File: src/ascp_defs.vh
// Constants shared by the serial command port of the converter.
// Operation
// - 16-bit frames, MSB first, 4-bit command.
// - Codes 0-7 select channel, start conversion.
// - Code 8 powers down analog and reference.
// - Code 9 returns config word, bits 11-0.
// - Code A stores 12-bit config word.
// - Codes B,C,D select mid, low, high test.
// - Code E outputs buffered result, low nibble zero; here bits 15-12 come from the last conversion.
// - Config readback: bits 15-12 don't care.
// - Conversion result in output bits 15-4.
// - Unipolar straight binary, 000h to FFFh.
// - First conversion after wake is invalid.
// - Frame sync high: chip-select fall starts cycle.
// - Frame sync used: its fall starts cycle.
// - Readback valid only in single-shot mode; here mode bits 6-5 are not decoded and readback is given in every mode.
// - Channel switching is break-before-make.
// - 12-bit successive approximation, one bit per step.
// - Capture rising edges, or falling with frame sync.
// - Output floats while deselected until first bit.
`ifndef ASCP_DEFS_VH
`define ASCP_DEFS_VH
`define ASCP_FRAME_BITS 5'h10
`define ASCP_CMD_MSB 15
`define ASCP_CMD_LSB 12
`define ASCP_CMD_PDOWN 4'h8
`define ASCP_CMD_RDCFG 4'h9
`define ASCP_CMD_WRCFG 4'hA
`define ASCP_CMD_TMID 4'hB
`define ASCP_CMD_TLOW 4'hC
`define ASCP_CMD_THIGH 4'hD
`define ASCP_CMD_FIFO 4'hE
`define ASCP_CFG_RESET 12'h000
`define ASCP_MODE_MSB 6
`define ASCP_MODE_LSB 5
`define ASCP_MODE_SINGLE 2'b00
`define ASCP_SAR_STEPS 4'hC
`define ASCP_SRC_MID 4'h8
`define ASCP_SRC_LOW 4'h9
`define ASCP_SRC_HIGH 4'hA
`define ASCP_SRC_NONE 4'hF
`endif

File: src/ascp_sync.v
// Two-flip-flop synchroniser for a group of external inputs.
`default_nettype none
module ascp_sync #(
	parameter W = 4
) (
	input wire clock,
	input wire rst_n,
	input wire ce,
	input wire [W-1:0] async_in,
	output reg [W-1:0] sync_q
);
	reg [W-1:0] meta_q;
	// Reset loads the idle-high level; a caller inverts any pin that idles low so no false edge follows reset.
	always @(posedge clock or negedge rst_n)
	begin
		if (!rst_n)
		begin
			meta_q <= {W{1'b1}};
			sync_q <= {W{1'b1}};
		end
		else if (ce)
		begin
			meta_q <= async_in;
			sync_q <= meta_q;
		end
	end
endmodule
`default_nettype wire

File: src/ascp_sar.v
// Successive-approximation sequencer driving a stepped DAC against a comparator.
`include "ascp_defs.vh"
`default_nettype none
module ascp_sar (
	input wire clock,
	input wire rst_n,
	input wire ce,
	input wire start,
	input wire comp_hi,
	output reg [11:0] dac_q,
	output reg busy_q,
	output reg done_q,
	output reg [11:0] result_q
);
	reg [3:0] step_q;
	// One result bit resolved per step, MSB first, by trial setting the bit.
	always @(posedge clock or negedge rst_n)
	begin
		if (!rst_n)
		begin
			dac_q <= 12'h000;
			busy_q <= 1'b0;
			done_q <= 1'b0;
			step_q <= 4'h0;
			result_q <= 12'h000;
		end
		else if (ce)
		begin
			done_q <= 1'b0;
			if (start && !busy_q)
			begin
				busy_q <= 1'b1;
				step_q <= 4'h0;
				dac_q <= 12'h800;
			end
			else if (busy_q)
			begin
				if (!comp_hi)
					dac_q[4'd11 - step_q] <= 1'b0;
				if (step_q == `ASCP_SAR_STEPS - 4'h1)
				begin
					busy_q <= 1'b0;
					done_q <= 1'b1;
					result_q <= comp_hi ? dac_q : (dac_q & ~(12'h800 >> step_q));
				end
				else
				begin
					step_q <= step_q + 4'h1;
					dac_q[4'd10 - step_q] <= 1'b1;
				end
			end
		end
	end
endmodule
`default_nettype wire

File: src/ascp_top.v
// Serial command port: frame capture, command decode, output shifter and mux control.
`include "ascp_defs.vh"
`default_nettype none
module ascp_top (
	input wire clock,
	input wire arst_n,
	input wire ce,
	input wire cs_n,
	input wire sclk,
	input wire sdi,
	input wire frame_sync_in,
	input wire comp_hi,
	input wire [11:0] fifo_data,
	output wire fifo_pop,
	output reg sdo_q,
	output reg sdo_oe_n_q,
	output reg [3:0] mux_sel_q,
	output reg mux_en_q,
	output wire [11:0] dac_code,
	output reg pdown_q,
	output reg [11:0] config_word_q,
	output reg result_valid_q,
	output reg [11:0] result_q
);
	// ==========================================================
	// Reset release and input synchronisers
	// ==========================================================
	reg [1:0] rst_pipe_q;
	wire rst_n;
	wire [3:0] pins;
	wire cs_s;
	wire sclk_s;
	wire sdi_s;
	wire fs_s;
	always @(posedge clock or negedge arst_n)
	begin
		if (!arst_n)
			rst_pipe_q <= 2'b00;
		else
			rst_pipe_q <= {rst_pipe_q[0], 1'b1};
	end
	assign rst_n = rst_pipe_q[1];

	ascp_sync #(.W(4)) u_sync (
		.clock(clock),
		.rst_n(rst_n),
		.ce(ce),
		.async_in({cs_n, ~sclk, sdi, frame_sync_in}),
		.sync_q(pins)
	);
	assign cs_s = pins[3];
	// The serial clock idles low, so it is carried inverted through the idle-high synchroniser.
	assign sclk_s = ~pins[2];
	assign sdi_s = pins[1];
	assign fs_s = pins[0];

	// ==========================================================
	// Edge detection and cycle start
	// ==========================================================
	reg cs_d1_q;
	reg sclk_d1_q;
	reg fs_d1_q;
	reg fs_mode_q;
	reg active_q;
	reg [4:0] bit_cnt_q;
	reg [15:0] shift_in_q;
	reg [15:0] shift_out_q;
	reg first_out_q;
	wire cs_fall;
	wire fs_fall;
	wire sclk_rise;
	wire sclk_fall;
	wire start_cycle;
	wire cap_edge;
	wire upd_edge;
	wire [15:0] frame_word;
	wire [3:0] cmd;
	wire frame_done;

	assign cs_fall = cs_d1_q & ~cs_s;
	assign fs_fall = fs_d1_q & ~fs_s & ~cs_s;
	assign sclk_rise = ~sclk_d1_q & sclk_s;
	assign sclk_fall = sclk_d1_q & ~sclk_s;
	// Frame sync high at the chip-select fall selects the plain serial mode.
	assign start_cycle = (cs_fall & fs_s) | (fs_fall & fs_mode_q);
	assign cap_edge = fs_mode_q ? sclk_fall : sclk_rise;
	assign upd_edge = fs_mode_q ? sclk_rise : sclk_fall;
	assign frame_word = {shift_in_q[14:0], sdi_s};
	assign cmd = frame_word[`ASCP_CMD_MSB:`ASCP_CMD_LSB];
	assign frame_done = active_q & cap_edge & (bit_cnt_q == `ASCP_FRAME_BITS - 5'h01);

	// Output word is chosen from the command seen at the fourth captured bit.
	function [15:0] out_word;
		input [3:0] c;
		input [11:0] cfg;
		input [11:0] res;
		input [11:0] fifo;
		begin
			if (c == `ASCP_CMD_RDCFG)
				out_word = {4'h0, cfg};
			else if (c == `ASCP_CMD_FIFO)
				out_word = {fifo, 4'h0};
			else
				out_word = {res, 4'h0};
		end
	endfunction

	// ==========================================================
	// Command decode helpers
	// ==========================================================
	// Channel selects and test-input selects both start a conversion.
	function is_select;
		input [3:0] c;
		begin
			is_select = (c[3] == 1'b0) || (c == `ASCP_CMD_TMID) || (c == `ASCP_CMD_TLOW) ||
				(c == `ASCP_CMD_THIGH);
		end
	endfunction

	// Maps a select command onto the multiplexer code; test inputs sit above the channels.
	function [3:0] sel_code;
		input [3:0] c;
		begin
			if (c[3] == 1'b0)
				sel_code = c;
			else
				sel_code = `ASCP_SRC_MID + (c - `ASCP_CMD_TMID);
		end
	endfunction

	// ==========================================================
	// Frame capture and serial output
	// ==========================================================
	reg [11:0] last_result_q;
	wire [3:0] early_cmd;
	assign early_cmd = {shift_in_q[2:0], sdi_s};
	// Gated by the enable so a frozen block does not pop the buffer on every cycle.
	assign fifo_pop = ce & active_q & cap_edge & (bit_cnt_q == 5'h03) & (early_cmd == `ASCP_CMD_FIFO);

	always @(posedge clock or negedge rst_n)
	begin
		if (!rst_n)
		begin
			cs_d1_q <= 1'b1;
			sclk_d1_q <= 1'b0;
			fs_d1_q <= 1'b1;
			fs_mode_q <= 1'b0;
			active_q <= 1'b0;
			bit_cnt_q <= 5'h00;
			shift_in_q <= 16'h0000;
			shift_out_q <= 16'h0000;
			first_out_q <= 1'b0;
			sdo_q <= 1'b0;
			sdo_oe_n_q <= 1'b1;
		end
		else if (ce)
		begin
			cs_d1_q <= cs_s;
			sclk_d1_q <= sclk_s;
			fs_d1_q <= fs_s;
			if (cs_fall)
				fs_mode_q <= ~fs_s;
			if (cs_s)
			begin
				active_q <= 1'b0;
				sdo_oe_n_q <= 1'b1;
			end
			else if (start_cycle)
			begin
				active_q <= 1'b1;
				bit_cnt_q <= 5'h00;
				shift_in_q <= 16'h0000;
				shift_out_q <= {last_result_q, 4'h0};
				first_out_q <= 1'b1;
				sdo_oe_n_q <= 1'b1;
			end
			else if (active_q)
			begin
				if (first_out_q)
				begin
					// The MSB appears once the cycle has started; the pin stops floating then.
					first_out_q <= 1'b0;
					sdo_q <= shift_out_q[15];
					sdo_oe_n_q <= 1'b0;
				end
				if (cap_edge)
				begin
					shift_in_q <= frame_word;
					bit_cnt_q <= bit_cnt_q + 5'h01;
					if (bit_cnt_q == 5'h03)
						shift_out_q <= out_word(early_cmd, config_word_q, last_result_q, fifo_data);
					if (frame_done)
						active_q <= 1'b0;
				end
				else if (upd_edge && !first_out_q && bit_cnt_q != 5'h00)
				begin
					sdo_q <= shift_out_q[4'd15 - bit_cnt_q[3:0]];
				end
			end
			else if (!first_out_q && bit_cnt_q == `ASCP_FRAME_BITS)
			begin
				sdo_oe_n_q <= 1'b1;
			end
		end
	end

	// ==========================================================
	// Command execution, multiplexer and conversion control
	// ==========================================================
	localparam ST_IDLE = 2'b00;
	localparam ST_BREAK = 2'b01;
	localparam ST_CONV = 2'b10;
	localparam ST_WAIT = 2'b11;
	reg [1:0] state_q;
	reg [3:0] pend_sel_q;
	reg first_conv_q;
	wire sar_busy;
	wire sar_done;
	wire [11:0] sar_result;
	wire sar_start;
	assign sar_start = (state_q == ST_CONV);

	ascp_sar u_sar (
		.clock(clock),
		.rst_n(rst_n),
		.ce(ce),
		.start(sar_start),
		.comp_hi(comp_hi),
		.dac_q(dac_code),
		.busy_q(sar_busy),
		.done_q(sar_done),
		.result_q(sar_result)
	);

	always @(posedge clock or negedge rst_n)
	begin
		if (!rst_n)
		begin
			state_q <= ST_IDLE;
			pend_sel_q <= `ASCP_SRC_NONE;
			mux_sel_q <= `ASCP_SRC_NONE;
			mux_en_q <= 1'b0;
			pdown_q <= 1'b0;
			config_word_q <= `ASCP_CFG_RESET;
			first_conv_q <= 1'b1;
			result_valid_q <= 1'b0;
			result_q <= 12'h000;
			last_result_q <= 12'h000;
		end
		else if (ce)
		begin
			case (state_q)
			ST_BREAK:
			begin
				// Disconnect for one cycle before joining the next input.
				mux_en_q <= 1'b0;
				mux_sel_q <= pend_sel_q;
				state_q <= ST_CONV;
			end
			ST_CONV:
			begin
				mux_en_q <= 1'b1;
				state_q <= ST_WAIT;
			end
			ST_WAIT:
			begin
				if (sar_done)
				begin
					last_result_q <= sar_result;
					result_q <= sar_result;
					result_valid_q <= ~first_conv_q;
					first_conv_q <= 1'b0;
					state_q <= ST_IDLE;
				end
			end
			default:
			begin
				state_q <= ST_IDLE;
			end
			endcase
			// Decoded after the sequencer so a result finishing in the same cycle is still taken,
			// while a new command and a fresh wake-up mark win over the sequencer's own updates.
			if (frame_done)
			begin
				if (is_select(cmd))
				begin
					pend_sel_q <= sel_code(cmd);
					if (pdown_q)
						first_conv_q <= 1'b1;
					pdown_q <= 1'b0;
					state_q <= ST_BREAK;
				end
				else if (cmd == `ASCP_CMD_PDOWN)
				begin
					pdown_q <= 1'b1;
					mux_en_q <= 1'b0;
					state_q <= ST_IDLE;
				end
				else if (cmd == `ASCP_CMD_WRCFG)
					config_word_q <= frame_word[11:0];
				// Reserved code F falls through with no effect.
			end
		end
	end
endmodule
`default_nettype wire

File: config.mk
export PLATFORM = sky130hd
export DESIGN_NAME = ascp_top
export DESIGN_NICKNAME = d
export VERILOG_FILES = /design/src/ascp_sync.v /design/src/ascp_sar.v /design/src/ascp_top.v
export VERILOG_INCLUDE_DIRS = /design/src /design/src/src
export SDC_FILE = /design/constraint.sdc
export NUM_CORES = 1
export LEC_CHECK = 0
export ABC_AREA = 1
export BUFFER_PORTS_ARGS = -buffer_cell sky130_fd_sc_hd__buf_2
export CAP_MARGIN = 20
export CORE_MARGIN = 10
export CORE_UTILIZATION = 50
export DETAILED_ROUTE_END_ITERATION = 16
export PLACE_DENSITY = 0.78
export REMOVE_ABC_BUFFERS = 1
export SYNTH_ARGS = -nofsm -noshare
export SYNTH_HDL_FRONTEND = slang
export SYNTH_SLANG_ARGS = --single-unit
export TNS_END_PERCENT = 1
File: constraint.sdc
create_clock -name clock -period 4.8 [get_ports clock]
set_input_delay 0.48 -clock clock [delete_from_list [all_inputs] [get_ports clock]]
set_output_delay 0.48 -clock clock [all_outputs]
set_load 0.02 [all_outputs]
==> reports/qor.yml, run 1 <==
status:
  status: "finished, final reports clean"
detailed_routing:
  drt_pre_antenna_iters: 4
  drc: 0
  ant_nets: 0
  wl_um: 14400
  vias: 5119
  first_iter_violations: 353
  via_per_inst: 5.27
  wl_per_cell_um: 14.9
finish:
  n_antenna_cell: 0
  fillCellCount: 1059
  drive_gt1_share_pct: 20.5
  utilization_pct: 59.5
  area.growth.synth_to_final_pct: 16.7
  nets: 847
synthesis:
  synth_area_sq_um: 6130
  synth_area_leader_cell: "dfrtp_1"
  syn_area_per_cell_sq_um: 8.19
  synth-seq-cells: 122
  ys_seq_area_share_pct: 50.2
  synth_area_leaders: "dfrtp_1, nand2_1, dfstp_2"
  post-synth-top-area-fraction_pct: 41.7
  syn-instance-count: 748
  synth_cell_type_count: 39
  ys_warn_count: 0
global_routing:
  grt_pass1_vias: 5029
  grt_overflow: 0
  grt_start_max_net_pins: 69
  antenna_found_initial: 0
  grt_pass1_wl_um: 24600
  gr-usage-all-layers_pct: 18.1
hold_path:
  hold_class: "input pin to register"
  holdPathStages: 2
  worstHoldStart: "sclk"
  hold-path-endpoint: "u_sync.meta_q[2]$_DFFE_PN1P_"
clocking:
  post_cts_buffers: 0
  h-tree-depth: 4
  cts_tree: "done"
  clock-sinks: 122
  clock_latency_ns: 0.42
  cts_resized: 0
  numCtsBuffers: 17
  clockBufferDepth: 2
  root_buffer: "clkbuf_16"
  clk_pin_slew_worst_paths_ns: 0.05
worst_setup_path:
  path_class: "register to output port"
  crit_required_ns: 4.32
  worstPathMaxFanout: 14
  r2r_setup_slack_ns: 2.60
  crit_start: "u_sync.sync_q[1]$_DFFE_PN1P_"
  ff2ff_path_depth: 7
  arrival_ns: 2.00
  worst_setup_path_start_kind: "register"
  r2r_start: "fs_d1_q$_DFFE_PN1P_"
  endpoint_kind: "output port"
  r2r-end: "shift_in_q[3]$_DFFE_PN0P_"
pwr:
  swShare_pct: 36.8
  power_frac_comb_pct: 28.2
  ir_drop_v: 0.000386
  p_leak_nw: 3.81
  switchingPower_mw: 1.47
  power_density_nw_per_um2: 558
  pwr-share-seq_pct: 38.6
  internal_power_mw: 2.52
  power_frac_clock_pct: 33.2
sta:
  final.period_utilization_pct: 51.6
  clock_skew_ns: 0.0115
  finalSetupTns_ns: 0
  maxSlewHeadroom_pct: 42.9
  final.min_clock_period_ns: 2.48
  setup_viol: 0
  rsz0062_at_grt: "no"
  finalHoldViolCount: 0
  worst_pin_slew_ns: 0.856
  fmax_ghz: 0.404
  slew_violations: 0
die:
  num_rows: 40
  ios: 66
  die_h_um: 131
  die-width_um: 131
  coreArea_sq_um: 12000
  start_util_pct: 51.0
  die_area_sq_um: 17100
place:
  gp_congestion: 0.950
  portBuffers: 65
  dp_hpwl_um: 10300
flow_run:
  maxCapViolations: 0
-- worst max path at each step --
stage,slack [ns],depth (start not counted),end
after CTS,2.33,6,fifo_pop
after global placement,2.57,7,shift_out_q[3]$_DFFE_PN0P_
after floorplan,1.18,0,active_q$_DFFE_PN0P_
after detailed placement,2.51,7,shift_out_q[2]$_DFFE_PN0P_
final,2.32,6,fifo_pop
after global routing,2.19,6,fifo_pop
-- area by class of cell --
cell class                      count  area [sq um]  area share, %
Clock buffer                       18           439           6.14
Multi-Input combinational cell    526          2620           36.7
Sequential cell                   122          3080           43.1
Tap cell                          147           184           2.57
Clock inverter                     14           185           2.59
Timing Repair Buffer               68           350           4.90
Inverter                           76           285           3.99
-- worst max-delay path: stages, from the launching register on --
cell and delay [ns]:
dfstp_2 0.38, inv_1 0.11, nand4_2 0.28, inv_2 0.33
nand3_1 0.12, nor2_1 0.16, buf_2 0.19
-- layout by cell type, fill, tap and decap left out, types with 3 or more instances in the layout --
| master | Yosys | routed |
|---|---|---|
| nand3_2 | 4 | 4 |
| o22ai_1 | 6 | 6 |
| inv_6 | 0 | 6 |
| ha_1 | 16 | 16 |
| nor2_1 | 41 | 41 |
| o21ai_0 | 59 | 59 |
| nand2_4 | 3 | 3 |
| a21oi_1 | 19 | 19 |
| mux2_2 | 10 | 10 |
| xor2_1 | 3 | 3 |
| inv_1 | 64 | 64 |
| inv_2 | 12 | 12 |
| dfstp_2 | 20 | 20 |
| buf_2 | 10 | 65 |
| clkbuf_16 | 0 | 17 |
| clkinv_4 | 0 | 4 |
| bufinv_16 | 0 | 3 |
| o21ai_1 | 8 | 8 |
| nor2_4 | 4 | 4 |
| nand3_1 | 78 | 78 |
| nand2_1 | 246 | 246 |
| dfrtp_1 | 102 | 101 |
| or2_2 | 5 | 5 |
-- flip-flops by register name (all words and copies together), names as in the netlist, 2 cells and up --
| name | cells |
|---|---|
| bit_cnt_q | 5 |
| config_word_q | 12 |
| last_result_q | 12 |
| mux_sel_q | 4 |
| pend_sel_q | 4 |
| rst_pipe_q | 2 |
| shift_in_q | 15 |
| shift_out_q | 16 |
| state_q | 2 |
| u_sar.dac_q | 12 |
| u_sar.result_q | 12 |
| u_sar.step_q | 4 |
| u_sync.meta_q | 4 |
| u_sync.sync_q | 4 |
-- through the flow --
step / cells / setup slack [ns] / total power [mW] / cell area (sq um) / hold WS [ns]
finish: 971 / 2.32 / 3.99 / 7150 / 0.225
global route: 971 / 2.19 / 4.27 / 7150 / 0.244
floorplan: 724 / 1.18 / 2.31 / 5990 / 0.184
CTS: 971 / 2.33 / 4.01 / 7150 / 0.220
detailed placement: 938 / 2.51 / 2.66 / 6520 / 0.266
global placement: 938 / 2.57 / 2.64 / 6520 / 0.266
-- synth_stat cells --
cell,number
nand2_4,3
inv_2,12
o22ai_1,6
nand3b_1,1
buf_6,3
dfstp_2,20
xor2_1,3
buf_2,10
o21ai_1,8
nand4_1,2
or2_2,5
mux2i_1,1
a21oi_1,19
nor2_8,1
o21ai_2,2
nand2_1,246
nand3_2,4
and3_1,1
o21ai_0,59
clkbuf_1,7
nor2_1,41
nand3_1,78
nor2_4,4
nor3_2,1
o311ai_0,2
buf_4,4
a22oi_1,1
inv_1,64
a21oi_2,2
ha_1,16
o21bai_1,1
nand4_2,2
nor3_1,2
nand2_2,1
nor2_2,2
conb_1,1
mux2_2,10
dfrtp_1,102
a21boi_0,1
-- routing by layer --
metal,global-route usage [%],vias up,routed length [um]
met5,0,-,0
met1,23.2,2425,6540
li1,-,2544,-
met3,5.16,24,712
met2,28.8,126,6970
met4,6.02,0,206
-- cells by family after synthesis --
group | share of synthesized area (%)
simple gates | 28.2
xor+xnor | 0.429
flops | 50.2
other cells | 0.0612
buf+inv | 6.94
compound gates | 8.86
mux | 2.00
fa+ha+maj | 3.27
-- power by group through the flow --
stage | logic (mW) | clock network [mW] | registers, mW
after detailed placement | 1.11 | 0 | 1.55
after global routing | 1.29 | 1.40 | 1.58
final | 1.13 | 1.32 | 1.54
after global placement | 1.09 | 0 | 1.55
after floorplan | 0.727 | 0 | 1.59
after CTS | 1.13 | 1.35 | 1.54
-- what timing repair did --
| item | CTS | global route |
|---|---|---|
| endpoints found under the setup margin | 0 | 0 |
| endpoints found under the hold margin | 2 | 0 |
| hold buffers | 1 | 0 |
Note: power is estimated with default switching activity, not from simulation.
==> inputs of run 2 (changes only) <==
--- a/config.mk
+++ b/config.mk
@@ -12,7 +12,7 @@
 export CORE_MARGIN = 10
 export CORE_UTILIZATION = 50
 export DETAILED_ROUTE_END_ITERATION = 16
-export PLACE_DENSITY = 0.78
+export PLACE_DENSITY = 0.8
 export REMOVE_ABC_BUFFERS = 1
 export SYNTH_ARGS = -nofsm -noshare
 export SYNTH_HDL_FRONTEND = slang
==> constraint.sdc (replaced) <==
create_clock -name clock -period 2.2 [get_ports clock]
set_input_delay 0.22 -clock clock [delete_from_list [all_inputs] [get_ports clock]]
set_output_delay 0.22 -clock clock [all_outputs]
set_load 0.02 [all_outputs]
==> reports/qor.yml, run 2 (synthesis gave the netlist of run 1 again) <==
finish:
  top_register: "shift_out_q"
  largest_reg_flops: 16  # unchanged
  area.growth.synth_to_final_pct: 18.4
  drive_gt1_share_pct: 21.5  # +0.97 points
  reg_top3: "shift_out_q (16), shift_in_q (15)"
  final_common_cell: "nand2_1"
  nets: 861  # +1.7%
  layout_common_cells: "nand2_1, dfrtp_1, nand3_1"
  n_antenna_cell: 0  # unchanged
die:
  num_rows: 40  # unchanged
  ios: 66  # unchanged
  start_util_pct: 51.0  # unchanged
  die-width_um: 131  # unchanged
  die_h_um: 131  # unchanged
  coreArea_sq_um: 12000  # unchanged
  die_area_sq_um: 17100  # unchanged
clocking:
  cts_tree: "done"
  clockBufferDepth: 2  # unchanged
  clock-sinks: 122  # unchanged
  cts_resized: 0  # unchanged
  h-tree-depth: 4  # unchanged
  numCtsBuffers: 17  # unchanged
  clk_pin_slew_worst_paths_ns: 0.06  # about the same
  root_buffer: "clkbuf_16"
  clock_latency_ns: 0.42  # about the same
detailed_routing:
  vias: 5201  # +1.6%
  drc: 0  # unchanged
  wl_per_cell_um: 15.1  # +1.9%
  ant_nets: 0  # unchanged
  via_per_inst: 5.28  # +0.16%
  drt_pre_antenna_iters: 5  # +1
  wl_um: 14900  # +3.4%
  first_iter_violations: 391  # +11%
place:
  dp_hpwl_um: 10800  # +4.9%
  portBuffers: 65  # unchanged
  gp_congestion: 0.968  # +1.9%
  place_worst_setup_slack_ns: 0.284  # -2.23 ns
pwr:
  pwr-share-seq_pct: 38.6  # about the same
  power_frac_comb_pct: 29.0  # +0.8 points
  switchingPower_mw: 3.25  # +120%
  ir_drop_v: 0.000707  # +83%
  swShare_pct: 37.5  # +0.69 points
  internal_power_mw: 5.42  # +110%
  p_leak_nw: 3.86  # +1.4%
  power_density_nw_per_um2: 1200  # +110%
  power_frac_clock_pct: 32.4  # -0.8 points
worst_setup_path:
  worst_setup_path_start_kind: "register"
  path_class: "register to output port"
  worstPathMaxFanout: 8  # -6
  arrival_ns: 1.81  # -0.19 ns
  crit_required_ns: 1.98  # -2.34 ns
  endpoint_kind: "output port"
sta:
  setup_viol: 0  # unchanged
  finalHoldViolCount: 0  # unchanged
  fmax_ghz: 0.492
  worst_pin_slew_ns: 0.571  # -0.286 ns
  maxSlewHeadroom_pct: 61.9  # +19 points
  clock_skew_ns: 0.00773  # -0.00375 ns
  final.period_utilization_pct: 92.3
  fin_ws_ns: 0.169  # -2.16 ns
  slew_violations: 0  # unchanged
  holdWs_ns: 0.0217  # -0.203 ns
  rsz0062_at_grt: "no"
  final.min_clock_period_ns: 2.03
global_routing:
  grt_pass1_wl_um: 24500  # -0.34%
  grt_pass1_vias: 5049  # +0.40%
  gr-usage-all-layers_pct: 18.1  # about the same
  antenna_found_initial: 0  # unchanged
  grt_overflow: 0  # unchanged
  grt_start_max_net_pins: 66  # -4.3%
status:
  status: "finished, final reports clean"
hold_path:
  hold_class: "input pin to register"
flow_run:
  maxCapViolations: 0  # unchanged
==> run 2: cell count changes in the layout (fill, tap and decap cells not counted), sizes merged <==
cell,before,now
buf,67,78
bufinv,3,2
clkinv,4,3
dlygate4sd3,1,4
clkinvlp,1,3
==> run 2: worst paths after layout <==
check                                          from                            to  slack, ns  depth (start not counted)
max                        bit_cnt_q[1]$_DFFE_PN0P_                      fifo_pop       0.17                          6
min                                             sdi  u_sync.meta_q[1]$_DFFE_PN1P_       0.02                          3
max reg2reg                bit_cnt_q[1]$_DFFE_PN0P_  config_word_q[0]$_DFFE_PN0P_       0.26                         11
min reg2reg                 rst_pipe_q[1]$_DFF_PN0_          mux_en_q$_DFFE_PN0P_       0.28                          0
max in group asynchronous   rst_pipe_q[1]$_DFF_PN0_        sdo_oe_n_q$_DFFE_PN1P_       1.18                          1
min in group asynchronous                    arst_n       rst_pipe_q[1]$_DFF_PN0_       0.13                          2
==> run 2: through the flow <==
step	TNS [ns]	util [%]	power (mW)	instances	area, sq um
final	0	60.4	8.67	985	7250
after detailed placement	0	55.0	5.85	949	6610
after floorplan	-151.93	-	5.05	724	5990
after global routing	0	60.4	9.25	985	7250
after global placement	0	55.0	5.78	949	6610
after CTS	0	60.4	8.71	985	7250
==> run 2: critical path, cell delays in order, from the launching register on <==
cell and delay (ns):
dfrtp_1 0.48, ha_1 0.21, inv_1 0.06, nor3_2 0.23, nand3_1 0.09, nor2_1 0.13
buf_2 0.19
==> run 2: cell type report <==
| type | instances | area [sq um] |
|---|---|---|
| fill | 1037 | 4760 |
| sequential | 122 | 3080 |
| multi-input combinational | 526 | 2620 |
| timing repair buffer | 82 | 475 |
| clock buffer | 18 | 439 |
| inverter | 76 | 285 |
| tap | 147 | 184 |
| clock inverter | 14 | 163 |
==> run 2: routing by layer <==
layer	routed length, um	GRT usage [%]	up-vias
met5	0	0	-
met4	285	7.52	0
met3	795	4.43	22
met2	7190	29.1	153
met1	6640	22.9	2466
li1	-	-	2560
==> run 2: what timing repair did <==
item | CTS | global route
hold buffers | 4 | 0
setup buffers | 0 | 0
endpoints found under the hold margin | 5 | 0
setup endpoints to repair | 0 | 0
==> run 2: power groups by stage <==
stage                     registers (mW)  logic [mW]  clock network [mW]
after global routing                3.42        2.87                2.97
after CTS                           3.34        2.52                2.86
final                               3.35        2.52                2.81
after global placement              3.34        2.44                   0
after detailed placement            3.36        2.49                   0
after floorplan                     3.46        1.59                   0
